===== src/hw/hdci_pkg.sv =====
// hdci_pkg: shared constants, states and carrier structs for the disk controller
package hdci_pkg;
   // ==========================================================
   // task register file addresses
   localparam logic [2:0] REG_DATA = 3'h0;
   localparam logic [2:0] REG_ERR = 3'h1;
   localparam logic [2:0] REG_SECCNT = 3'h2;
   localparam logic [2:0] REG_SECNUM = 3'h3;
   localparam logic [2:0] REG_CYLLO = 3'h4;
   localparam logic [2:0] REG_CYLHI = 3'h5;
   localparam logic [2:0] REG_SDH = 3'h6;
   localparam logic [2:0] REG_CMD = 3'h7;
   // ==========================================================
   // status bit positions
   localparam int ST_BUSY = 7;
   localparam int ST_RDY = 6;
   localparam int ST_WF = 5;
   localparam int ST_SC = 4;
   localparam int ST_DRQ = 3;
   localparam int ST_CIP = 1;
   localparam int ST_ERR = 0;
   // error bit positions
   localparam int ER_ABORT = 2;
   localparam int ER_TK0 = 1;
   // ==========================================================
   // command classes, upper nibble of the command byte
   localparam logic [3:0] CMD_RESTORE = 4'h1;
   localparam logic [3:0] CMD_READ = 4'h2;
   localparam logic [3:0] CMD_WRITE = 4'h3;
   localparam logic [3:0] CMD_SEEK = 4'h7;
   // ==========================================================
   // timing
   localparam int CLK_MHZ = 125;
   localparam int STEP_NS = 1000;
   localparam int STEP_CYC = (STEP_NS * CLK_MHZ + 999) / 1000;
   localparam int CNT_W = 10;
   localparam logic [9:0] RESTORE_MAX = 10'h3FF;
   localparam logic [7:0] BYTE_ZERO = 8'h00;
   localparam logic [7:0] BYTE_ONES = 8'hFF;
   localparam logic [2:0] SYNC_ZERO = 3'h0;
   localparam logic [2:0] BIT_LAST = 3'h7;

   typedef enum {
      ST_IDLE, ST_CLR, ST_STEP, ST_SETTLE, ST_WAITBUF,
      ST_XFER, ST_DONE
   } hdci_state_t;

   // drive-side status pins grouped together
   typedef struct packed {
      logic ready;
      logic fault;
      logic track0;
      logic index;
      logic settled;
      logic run;
   } hdci_drive_t;

   // buffered data word on its way to the disk
   typedef struct packed {
      logic [7:0] data;
   } hdci_word_t;
endpackage : hdci_pkg


===== src/hw/hdci_top.sv =====
// hdci_top: host port, buffer control and drive side of the disk controller
module hdci_top #(
   parameter int BUF_DEPTH = 2
) (
   input wire logic sys_clk_i,
   input wire logic nrst_i,
   input wire logic chip_sel_n_i,
   input wire logic [2:0] register_select_i,
   input wire logic [7:0] host_byte_bus_i,
   output logic [7:0] host_byte_bus_o,
   output logic host_byte_bus_oe_o,
   input wire logic output_fetch_strobe_n_i,
   output logic output_fetch_strobe_n_o,
   output logic output_fetch_strobe_oe_o,
   input wire logic input_store_strobe_n_i,
   output logic input_store_strobe_n_o,
   output logic input_store_strobe_oe_o,
   output logic done_irq_o,
   output logic buffer_enable_n_o,
   input wire logic buffer_full_or_empty_i,
   output logic buffer_counter_clear_n_o,
   output logic buffer_transfer_request_o,
   input wire logic write_timing_clock_i,
   output logic mfm_out_o,
   output logic write_gate_out_o,
   output logic early_o,
   output logic late_o,
   input wire logic read_data_i,
   input wire logic recovered_clock_i,
   output logic read_gate_out_o,
   input wire logic pattern_run_detect_i,
   output logic step_o,
   output logic step_dir_o,
   input wire logic drive_ready_in_i,
   input wire logic drive_fault_in_i,
   input wire logic outer_track_in_i,
   input wire logic index_i,
   input wire logic head_settled_in_i,
   output logic low_current_out_o
);
   initial begin
      if (BUF_DEPTH != 2) $error("hdci_top: BUF_DEPTH must be 2");
   end

   // ==========================================================
   // pin synchronisers, async inputs pass two flops
   localparam int NSYNC = 11;
   logic [NSYNC-1:0] s1_q, s2_q, pin_w;
   assign pin_w = {chip_sel_n_i, output_fetch_strobe_n_i,
      input_store_strobe_n_i, buffer_full_or_empty_i, write_timing_clock_i,
      read_data_i, recovered_clock_i, pattern_run_detect_i,
      drive_ready_in_i, drive_fault_in_i, head_settled_in_i};
   logic [1:0] s1x_q, s2x_q;
   always_ff @(posedge sys_clk_i or negedge nrst_i) begin
      if (!nrst_i) begin
         s1_q <= '1;
         s2_q <= '1;
         s1x_q <= '0;
         s2x_q <= '0;
      end else begin
         s1_q <= pin_w;
         s2_q <= s1_q;
         s1x_q <= {outer_track_in_i, index_i};
         s2x_q <= s1x_q;
      end
   end
   logic cs_n, re_n, we_n, buffer_full_or_empty, wclk, rdat, rclk;
   hdci_pkg::hdci_drive_t drv;
   assign {cs_n, re_n, we_n, buffer_full_or_empty, wclk, rdat, rclk, drv.run, drv.ready,
      drv.fault, drv.settled} = s2_q;
   assign {drv.track0, drv.index} = s2x_q;

   // ==========================================================
   // host strobes, edges on sync'd levels
   logic re_d1_q, we_d1_q, wclk_d1_q, rclk_d1_q, idx_d1_q;
   always_ff @(posedge sys_clk_i or negedge nrst_i) begin
      if (!nrst_i) begin
         re_d1_q <= 1'b1;
         we_d1_q <= 1'b1;
         wclk_d1_q <= 1'b1;
         rclk_d1_q <= 1'b1;
         idx_d1_q <= 1'b0;
      end else begin
         re_d1_q <= re_n;
         we_d1_q <= we_n;
         wclk_d1_q <= wclk;
         rclk_d1_q <= rclk;
         idx_d1_q <= drv.index;
      end
   end
   logic dev_owns, host_wr, host_rd, wclk_rise, rclk_rise, idx_rise;
   // buffer phase: device owns strobes, host strobes ignored
   assign host_wr = !cs_n && !dev_owns && we_d1_q && !we_n;
   assign host_rd = !cs_n && !dev_owns && re_d1_q && !re_n;
   assign wclk_rise = wclk && !wclk_d1_q;
   assign rclk_rise = rclk && !rclk_d1_q;
   assign idx_rise = drv.index && !idx_d1_q;

   // ==========================================================
   // task register file
   logic [7:0] task_q [8];
   logic [7:0] err_q;
   hdci_pkg::hdci_state_t st_q;
   logic start_cmd;
   assign start_cmd = host_wr && register_select_i == hdci_pkg::REG_CMD
      && st_q == hdci_pkg::ST_IDLE;
   always_ff @(posedge sys_clk_i or negedge nrst_i) begin
      if (!nrst_i) begin
         for (int i = 0; i < 8; i++) task_q[i] <= hdci_pkg::BYTE_ZERO;
      end else if (host_wr) begin
         task_q[register_select_i] <= host_byte_bus_i;
      end
   end

   logic [7:0] status;
   logic busy;
   assign busy = st_q != hdci_pkg::ST_IDLE;
   always_comb begin
      status = hdci_pkg::BYTE_ZERO;
      status[hdci_pkg::ST_BUSY] = busy;
      status[hdci_pkg::ST_RDY] = drv.ready;
      status[hdci_pkg::ST_WF] = drv.fault;
      status[hdci_pkg::ST_SC] = drv.settled;
      status[hdci_pkg::ST_DRQ] = buffer_transfer_request_o;
      status[hdci_pkg::ST_CIP] = busy;
      status[hdci_pkg::ST_ERR] = |err_q;
   end

   always_ff @(posedge sys_clk_i or negedge nrst_i) begin
      if (!nrst_i) begin
         host_byte_bus_o <= hdci_pkg::BYTE_ZERO;
         host_byte_bus_oe_o <= 1'b0;
      end else begin
         host_byte_bus_oe_o <= !cs_n && !re_n && !dev_owns;
         if (host_rd) begin
            if (register_select_i == hdci_pkg::REG_CMD) begin
               host_byte_bus_o <= status;
            end else if (register_select_i == hdci_pkg::REG_ERR) begin
               host_byte_bus_o <= err_q;
            end else begin
               host_byte_bus_o <= task_q[register_select_i];
            end
         end
      end
   end

   // ==========================================================
   // two-entry buffer between sector buffer and serialiser
   hdci_pkg::hdci_word_t fifo_q [BUF_DEPTH];
   logic [1:0] fcnt_q;
   logic fwp_q, frp_q, in_valid, in_ready, out_valid, out_ready;
   assign in_ready = fcnt_q != 2'(BUF_DEPTH);
   assign out_valid = fcnt_q != 2'h0;
   logic push, pop;
   assign push = in_valid && in_ready;
   assign pop = out_valid && out_ready;
   always_ff @(posedge sys_clk_i or negedge nrst_i) begin
      if (!nrst_i) begin
         fcnt_q <= 2'h0;
         fwp_q <= 1'b0;
         frp_q <= 1'b0;
      end else begin
         if (push) fwp_q <= !fwp_q;
         if (pop) frp_q <= !frp_q;
         fcnt_q <= fcnt_q + 2'(push) - 2'(pop);
      end
   end
   always_ff @(posedge sys_clk_i) begin
      if (push) fifo_q[fwp_q].data <= host_byte_bus_i;
   end

   // ==========================================================
   // command sequencer
   logic [hdci_pkg::CNT_W-1:0] cnt_q;
   logic [7:0] step_tmr_q;
   logic is_wr, is_seek, is_rst;
   logic [3:0] op_q;
   assign is_wr = op_q == hdci_pkg::CMD_WRITE;
   assign is_rst = op_q == hdci_pkg::CMD_RESTORE;
   assign is_seek = is_rst || op_q == hdci_pkg::CMD_SEEK;
   logic [2:0] bit_q;
   logic ser_busy_q;
   // only the write phase drains the buffer
   assign out_ready = !ser_busy_q && st_q == hdci_pkg::ST_XFER && is_wr;
   assign dev_owns = !buffer_enable_n_o;
   assign in_valid = dev_owns && is_wr && !output_fetch_strobe_n_o;

   always_ff @(posedge sys_clk_i or negedge nrst_i) begin
      if (!nrst_i) begin
         st_q <= hdci_pkg::ST_IDLE;
         op_q <= 4'h0;
         err_q <= hdci_pkg::BYTE_ZERO;
         cnt_q <= '0;
         step_tmr_q <= 8'h00;
         done_irq_o <= 1'b0;
         buffer_counter_clear_n_o <= 1'b1;
         buffer_transfer_request_o <= 1'b0;
         buffer_enable_n_o <= 1'b1;
         step_o <= 1'b0;
         step_dir_o <= 1'b0;
         read_gate_out_o <= 1'b0;
         write_gate_out_o <= 1'b0;
      end else begin
         buffer_counter_clear_n_o <= 1'b1;
         if (host_rd && register_select_i == hdci_pkg::REG_CMD)
            done_irq_o <= 1'b0;
         if (step_tmr_q != 8'h00) step_tmr_q <= step_tmr_q - 8'h01;
         else step_o <= 1'b0;
         case (st_q)
            hdci_pkg::ST_IDLE: begin
               if (start_cmd) begin
                  op_q <= host_byte_bus_i[7:4];
                  err_q <= hdci_pkg::BYTE_ZERO;
                  cnt_q <= '0;
                  if (!drv.ready || drv.fault) begin
                     err_q[hdci_pkg::ER_ABORT] <= 1'b1;
                     st_q <= hdci_pkg::ST_DONE;
                  end else begin
                     st_q <= hdci_pkg::ST_CLR;
                  end
               end
            end
            hdci_pkg::ST_CLR: begin
               if (is_seek) begin
                  st_q <= hdci_pkg::ST_STEP;
               end else begin
                  buffer_counter_clear_n_o <= 1'b0;
                  buffer_transfer_request_o <= 1'b1;
                  st_q <= hdci_pkg::ST_WAITBUF;
               end
            end
            hdci_pkg::ST_STEP: begin
               step_dir_o <= !is_rst;
               if (is_rst && drv.track0) begin
                  st_q <= hdci_pkg::ST_SETTLE;
               end else if (is_rst && cnt_q == hdci_pkg::RESTORE_MAX) begin
                  err_q[hdci_pkg::ER_TK0] <= 1'b1;
                  st_q <= hdci_pkg::ST_DONE;
               end else if (!is_rst && cnt_q[7:0] ==
                     task_q[hdci_pkg::REG_CYLLO]) begin
                  st_q <= hdci_pkg::ST_SETTLE;
               end else if (step_tmr_q == 8'h00 && !step_o) begin
                  step_o <= 1'b1;
                  step_tmr_q <= 8'(hdci_pkg::STEP_CYC - 1);
                  cnt_q <= cnt_q + 10'h001;
               end
            end
            hdci_pkg::ST_SETTLE: begin
               if (drv.settled) st_q <= hdci_pkg::ST_DONE;
            end
            hdci_pkg::ST_WAITBUF: begin
               if (buffer_full_or_empty) begin
                  buffer_transfer_request_o <= 1'b0;
                  buffer_enable_n_o <= 1'b0;
                  buffer_counter_clear_n_o <= 1'b0;
                  read_gate_out_o <= !is_wr;
                  write_gate_out_o <= is_wr;
                  cnt_q <= '0;
                  st_q <= hdci_pkg::ST_XFER;
               end
            end
            hdci_pkg::ST_XFER: begin
               if (!buffer_full_or_empty) cnt_q[0] <= 1'b1;
               if (!drv.ready || drv.fault) begin
                  err_q[hdci_pkg::ER_ABORT] <= 1'b1;
                  st_q <= hdci_pkg::ST_DONE;
               end else if (!is_wr && drv.run && idx_rise) begin
                  st_q <= hdci_pkg::ST_DONE;
               end else if (is_wr && buffer_full_or_empty && cnt_q[0] && !out_valid
                     && !ser_busy_q) begin
                  st_q <= hdci_pkg::ST_DONE; // buffer empty, all sent
               end
            end
            hdci_pkg::ST_DONE: begin
               buffer_enable_n_o <= 1'b1;
               read_gate_out_o <= 1'b0;
               write_gate_out_o <= 1'b0;
               buffer_transfer_request_o <= 1'b0;
               done_irq_o <= 1'b1;
               st_q <= hdci_pkg::ST_IDLE;
            end
            default: st_q <= hdci_pkg::ST_IDLE;
         endcase
      end
   end

   // ==========================================================
   // device-driven buffer strobes, at most one fetch low per write clock on writes, one store low per read clock on reads
   logic own_d;
   assign own_d = st_q != hdci_pkg::ST_DONE && (dev_owns
      || st_q == hdci_pkg::ST_WAITBUF && buffer_full_or_empty);
   always_ff @(posedge sys_clk_i or negedge nrst_i) begin
      if (!nrst_i) begin
         output_fetch_strobe_n_o <= 1'b1;
         output_fetch_strobe_oe_o <= 1'b0;
         input_store_strobe_n_o <= 1'b1;
         input_store_strobe_oe_o <= 1'b0;
      end else begin
         output_fetch_strobe_oe_o <= own_d;
         input_store_strobe_oe_o <= own_d;
         // fetch while the fifo has room, stop once the buffer is empty
         output_fetch_strobe_n_o <= !(dev_owns && is_wr && in_ready &&
            wclk_rise && !(buffer_full_or_empty && cnt_q[0]));
         input_store_strobe_n_o <= !(dev_owns && !is_wr && rclk_rise);
      end
   end

   // ==========================================================
   // MFM serialiser with precompensation on write clock
   logic [7:0] sh_q;
   logic prev_q, half_q;
   always_ff @(posedge sys_clk_i or negedge nrst_i) begin
      if (!nrst_i) begin
         sh_q <= hdci_pkg::BYTE_ZERO;
         bit_q <= hdci_pkg::SYNC_ZERO;
         ser_busy_q <= 1'b0;
         prev_q <= 1'b0;
         half_q <= 1'b0;
         mfm_out_o <= 1'b0;
         early_o <= 1'b0;
         late_o <= 1'b0;
         low_current_out_o <= 1'b0;
      end else begin
         low_current_out_o <= write_gate_out_o && task_q[hdci_pkg::REG_CYLLO]
            >= task_q[hdci_pkg::REG_ERR];
         if (pop) begin
            sh_q <= fifo_q[frp_q].data;
            bit_q <= hdci_pkg::SYNC_ZERO;
            half_q <= 1'b0;
            ser_busy_q <= 1'b1;
         end else if (ser_busy_q && wclk_rise) begin
            half_q <= !half_q;
            if (!half_q) begin
               // clock cell: pulse only between two zeroes
               mfm_out_o <= !prev_q && !sh_q[7];
            end else begin
               mfm_out_o <= sh_q[7];
               early_o <= sh_q[7] && !prev_q && sh_q[6];
               late_o <= sh_q[7] && prev_q && !sh_q[6];
               prev_q <= sh_q[7];
               sh_q <= {sh_q[6:0], 1'b0};
               bit_q <= bit_q + 3'h1;
               if (bit_q == hdci_pkg::BIT_LAST) ser_busy_q <= 1'b0;
            end
         end else if (!ser_busy_q) begin
            mfm_out_o <= 1'b0;
            early_o <= 1'b0;
            late_o <= 1'b0;
         end
      end
   end
endmodule : hdci_top


===== config.mk =====
export PLATFORM = sky130hd
export DESIGN_NAME = hdci_top
export DESIGN_NICKNAME = d
export VERILOG_FILES = /design/src/hw/hdci_pkg.sv /design/src/hw/hdci_top.sv
export SDC_FILE = /design/constraint.sdc
export NUM_CORES = 1
export LEC_CHECK = 0
export ABC_AREA = 1
export BUFFER_PORTS_ARGS = -buffer_cell sky130_fd_sc_hd__buf_4
export CAP_MARGIN = 20
export CORE_ASPECT_RATIO = 0.7
export CORE_MARGIN = 4
export CORE_UTILIZATION = 60
export DETAILED_ROUTE_END_ITERATION = 10
export HOLD_SLACK_MARGIN = 0.08
export PLACE_DENSITY = 0.87
export SETUP_SLACK_MARGIN = 0.1
export SYNTH_ARGS = -nofsm -noshare
export SYNTH_HDL_FRONTEND = slang
export SYNTH_SLANG_ARGS = --single-unit
export TNS_END_PERCENT = 5

===== constraint.sdc =====
create_clock -name sys_clk_i -period 2.45 [get_ports sys_clk_i]
set_clock_uncertainty 0.15 [all_clocks]
set_input_delay 0.245 -clock sys_clk_i [delete_from_list [all_inputs] [get_ports sys_clk_i]]
set_output_delay 0.245 -clock sys_clk_i [all_outputs]
set_load 0.01 [all_outputs]

; Word-level counts from Yosys, hierarchy flattened
; Memory sizes are Yosys's and may differ from the RTL's.
; Index checks and enable logic that the tools add are counted.
[totals]
latchBits = 0
ramBits = 16
mem_bits_ro = 0
n_memories = 1
register_bits = 193
out_inout_bits = 25
[classes]
n_div = 0
magnitude_cmp = 3
n_reduce_logical = 101
n_bitwise = 2
eq_ne = 33
n_mul = 0
shift = 0
n_mux = 82
addsub = 5
[memory_table]
columns = name, depth, width, rd, rd_ports_with_merged_regs, write_ports, line
row1 = fifo_q, 2, 8, 1, 0, 1, hdci_top.sv:149  ; hdci_pkg::hdci_word_t fifo_q [BUF_DEPTH];
[ops]
columns = cell, n
row1 = $mux 32, 9
row2 = $pmux 32 s6, 1
row3 = $mux 8, 14
row4 = $eq 32x3->1 const B, 3
row5 = $bwmux 64, 1
row6 = $eq 32x2->1 const B, 2
row7 = $eq 32x4->1 const B, 2
row8 = $logic_not 32->1, 2
row9 = $mux 10, 6
row10 = $logic_and 1x1->1, 45
row11 = $mux 1, 34
row12 = $eq 32x1->1 const B, 1
row13 = $ne 32x4->1 const B, 1
row14 = $reduce_bool 32->1, 1
row15 = $pmux 9 s3, 1
row16 = $ne 2x2->1 const B, 13
row17 = $bmux 8 s3, 1
row18 = $demux 8 s3, 1
row19 = $logic_not 1->1, 23
row20 = $mux 3, 6
row21 = $reduce_bool 2->1, 8
row22 = $reduce_and 3->1, 5
row23 = $pmux 1 s2, 6
row24 = $add 10x1->10 const B, 1
row25 = other kinds (31), 39

; Longest topological paths before layout
[logic_depth]
ltp_word = 9
ltp_mapped = 16
ltp_nobuf = 15

; Worst setup path after synthesis
; Ideal clock, no wire load.
[synth_timing]
path_type = reg-to-reg
startpoint = register step_tmr_q[4]
endpoint = register cnt_q[5] in the netlist's numbering
slack_ns = 0.302
path_buffers = 1
arrival_ns = 1.881
path_stages_with_launch = 17
period_less_slack_ns = 2.148
cell_sequence = dfrtp_1 > nor2_1 > nand2_1 > nor2_1 > nand4_1 > inv_1 > ha_1 > inv_1 > nand2_1 > nand2_1 > inv_1 > nand2_1 > nor2_2 > buf_6 > nand2_4 > nand2_1 > nand2_1
[synth_via]
elab_chain_cells = 4
[synth_rtl]
columns = element, line
row1 = start: declaration, hdci_top.sv:175  ; logic [7:0] step_tmr_q;
row2 = start signal: assignment, hdci_top.sv:207  ; if (step_tmr_q != 8'h00) step_tmr_q <= step_tmr_q - 8'h01;
row3 = start signal: assignment, hdci_top.sv:244  ; step_tmr_q <= 8'(hdci_pkg::STEP_CYC - 1);
row4 = $logic_not 8->1, hdci_top.sv:242  ; end else if (step_tmr_q == 8'h00 && !step_o) begin
row5 = $logic_and 1x1->1, hdci_top.sv:242
row6 = $ne 2x2->1 (no line), --
row7 = $reduce_and 7->1 (no line), --
row8 = end signal: assignment, hdci_top.sv:245  ; cnt_q <= cnt_q + 10'h001;
row9 = end: declaration, hdci_top.sv:174  ; logic [hdci_pkg::CNT_W-1:0] cnt_q;
; Every way passes these cells.
; A chain may end at the register's enable or synchronous reset.

; Final worst setup path
[layout_timing]
startpoint = register buffer_enable_n_o
endpoint = register task_q[39] in the netlist's numbering
[layout_via]
elab_chain_cells = 3
[layout_rtl]
columns = element, line
row1 = start: declaration, hdci_top.sv:19  ; output logic buffer_enable_n_o,
row2 = start signal: assignment, hdci_top.sv:198  ; buffer_enable_n_o <= 1'b1;
row3 = start signal: assignment, hdci_top.sv:254  ; buffer_enable_n_o <= 1'b0;
row4 = start signal: assignment, hdci_top.sv:275  ; buffer_enable_n_o <= 1'b1;
row5 = $logic_and 1x1->1 (3 in series), hdci_top.sv:93  ; assign host_wr = !cs_n && !dev_owns && we_d1_q && !we_n;
row6 = end signal: indexed assignment, hdci_top.sv:111  ; task_q[register_select_i] <= host_byte_bus_i;
row7 = end: declaration, hdci_top.sv:101  ; logic [7:0] task_q [8];
; Every way passes these cells.

==> metrics.cfg <==
[floorplan]
core_area_um2 = 12400
die_x_um = 143
initial_core_util_pct = 61.4
io_pins = 51
die_h_um = 102
dieArea_um2 = 14600
floorplan.rows = 34

[clocking]
clock-sinks = 170
cts_tree = yes
cts_buffers = 17
clockBufferDepth = 2
worstSkewPairLatency_ns = 0.43
clkTransAtPathRegs_ns = 0.07
clock-root-buffer = clkbuf_16
cts_max_level = 4

[drt]
wl_met2_um = 9150
avgViaCountPerCell = 5.83
drt-met1-wl_um = 8060
drt_first_iter_violations = 823
ant_nets = 0
post_drt_wl_per_cell_um = 17.4
via_count = 6526
highest_layer = met4
first_pass_iters = 7
wl_met3_um = 1770
drc = 0
totalWireLength_um = 19500

[yosys]
synth_area_leaders = dfrtp_1, nand2_1, dfstp_2, o21ai_0, edfxtp_1
ys_seq_area_share_pct = 57.3
synth_cells = 852
synthArstFlopShare_pct = 90.6
syn_nets = 895
syn_area_um2 = 7630
synth.distinct_cells = 37
synth_area_per_cell_um2 = 8.96
synth_flop_cell = dfrtp_1
synth-edff-count = 16
yosysWarningCount = 0
synth-seq-cells = 170
yosysTopAreaCell = dfrtp_1
synth_top_area_share_pct = 41.3

[timing]
max_freq_ghz = 0.429
holdWs_ns = 0.0929
period_minus_slack_ns = 2.33
drv_slew = 0
finalSetupViolations = 0
fin_crit_sh_pct = 95.1
worstMarginPinSlew_ns = 0.559
hold_viol = 0
slew_headroom_pct = 62.5
rsz0062_at_grt = true

[setup_path]
critPathKind = flop to flop
cp_cell_sequence = nand4_1 > nor2_1 > nand2_1 > nand2_1 > o21ai_0
worst_path_largest_cell_delay_ns = 0.62
crit_path_frequent_cell = nand2_1
cp_max_fo = 16
required_ns = 2.58
cp.arrival_ns = 2.46
cp_num_buf_inv = 0
slowest_stage = dfstp_2
end_kind = flop
start_kind = flop
crit_family = simple AND/OR/NAND/NOR gates

[cells_and_area]
layout_common_cells = nand2_1, dfrtp_1, inv_1, o21ai_0, buf_4
antennaDiodeCount = 0
final_area_um2 = 9160
synthToLayoutAreaGrowth_pct = 20.0
drive_gt1_share_pct = 15.3
nets = 987
layout_commonest_cell = nand2_1
n_fill_cell = 828

[placed_design]
place_congestion = 0.917
hpwl_um = 12300
placed_area_um2 = 8260
port_buffers = 49

[global_route]
grt_max_degree = 56
grt_pass1_vias = 6489
grtUsageTotal_pct = 28.2
grt_pass1_wl_um = 32000
antenna_found_initial = 0
grt_overflow = 0

[worst_hold_path]
hold_path.class = input port to flop

[power]
peakVddDrop_uv = 675
power_density_nw_per_um2 = 983
leakage_nw = 4.45

[run]
max_cap_viol_count = 0

[status]
status = finished clean

[metal layers]
metal | up-vias | track usage (%)
met5 | - | 0
met2 | 347 | 45.2
met4 | 0 | 12.5
li1 | 2966 | -
met1 | 3152 | 37.7
met3 | 61 | 6.03
[tightest hold or removal path: stages]
cell      delay (ns)
buf_4           0.13
nand3_1         0.07
o221ai_1        0.11
nand2_1         0.07
[area by class of cell]
type	count	area (µm²)	share of cell area, %
Clock buffer	20	447	4.88
Inverter	100	375	4.10
Multi-Input combinational cell	566	2820	30.8
Tap cell	162	203	2.21
Sequential cell	170	4370	47.7
Timing Repair Buffer	89	753	8.22
Clock inverter	12	191	2.09
[where the power goes]
part | internal, mW | switching (mW) | leakage (nW)
registers | 3.38 | 0.412 | 2.09
clock network | 1.76 | 1.15 | 0.309
logic | 0.906 | 1.39 | 2.06
[registers in the layout, summed over array words and instances, names as in the netlist, 4 cells and up]
register and cells:
s2_q 10, cnt_q 10, host_byte_bus_o 8, op_q 4, step_tmr_q 8, fifo_q 16, sh_q 8, task_q 56
s1_q 10
[worst paths after layout]
kind	from	cells after the start	to	slack, ns
max	buffer_enable_n_o$_DFFE_PN1P_	5	task_q[39]$_DFFE_PN0P_	0.12
min	register_select_i[0]	4	host_byte_bus_o[1]$_DFFE_PN0P_	0.09
max reg2reg	buffer_enable_n_o$_DFFE_PN1P_	5	task_q[39]$_DFFE_PN0P_	0.12
min reg2reg	s1_q[6]$_DFF_PN1_	0	s2_q[6]$_DFF_PN1_	0.21
max in group asynchronous	nrst_i	3	s1_q[1]$_DFF_PN1_	1.25
min in group asynchronous	nrst_i	2	sh_q[7]$_DFFE_PN0P_	0.18
[stage by stage]
step	util, %	instances	setup slack, ns	setup TNS (ns)	total power [mW]
after floorplan	-	852	0.302	0	5.14
after global placement	66.5	1061	0.302	0	5.81
after detailed placement	66.5	1061	0.215	0	5.93
after CTS	73.3	1114	0.216	0	8.88
after global routing	73.7	1119	-0.00596	-0.00596	9.49
final	73.7	1119	0.120	0	9.00
[Yosys cell counts, drive strengths merged, types with 2 or more instances]
cell type,number
o221ai,6
o21a,5
o211ai,4
dfstp,28
dfrtp,126
o21ai,96
ha,17
o31ai,3
a21oi,19
nand2,258
xnor2,2
xor2,9
nor2,62
nand3b,3
a31oi,2
mux2i,2
clkbuf,9
nand4,9
a22o,9
buf,7
nand3,46
edfxtp,16
nor3,8
a211oi,3
inv,100
[cells by family (layout without fill, tap and decap cells)]
logic type	Yosys count	in the layout	share of synthesized area, %
AND/OR/NAND/NOR	387	387	21.3
flip-flops	170	170	57.3
AO/OA/AOI/OAI	149	149	11.1
buffers and inverters	116	221	5.97
adder cells (fa/ha/maj)	17	17	2.79
XOR/XNOR	11	11	1.26
multiplexers	2	2	0.262
[timing repair]
item                                   in CTS  in global routing
hold buffers                               21                  0
buffers inserted                            0                  5
resized for setup                           0                  6
endpoints found under the hold margin     105                  0
setup endpoints to repair                   0                 41
Note: power is estimated with default switching activity, not from simulation.
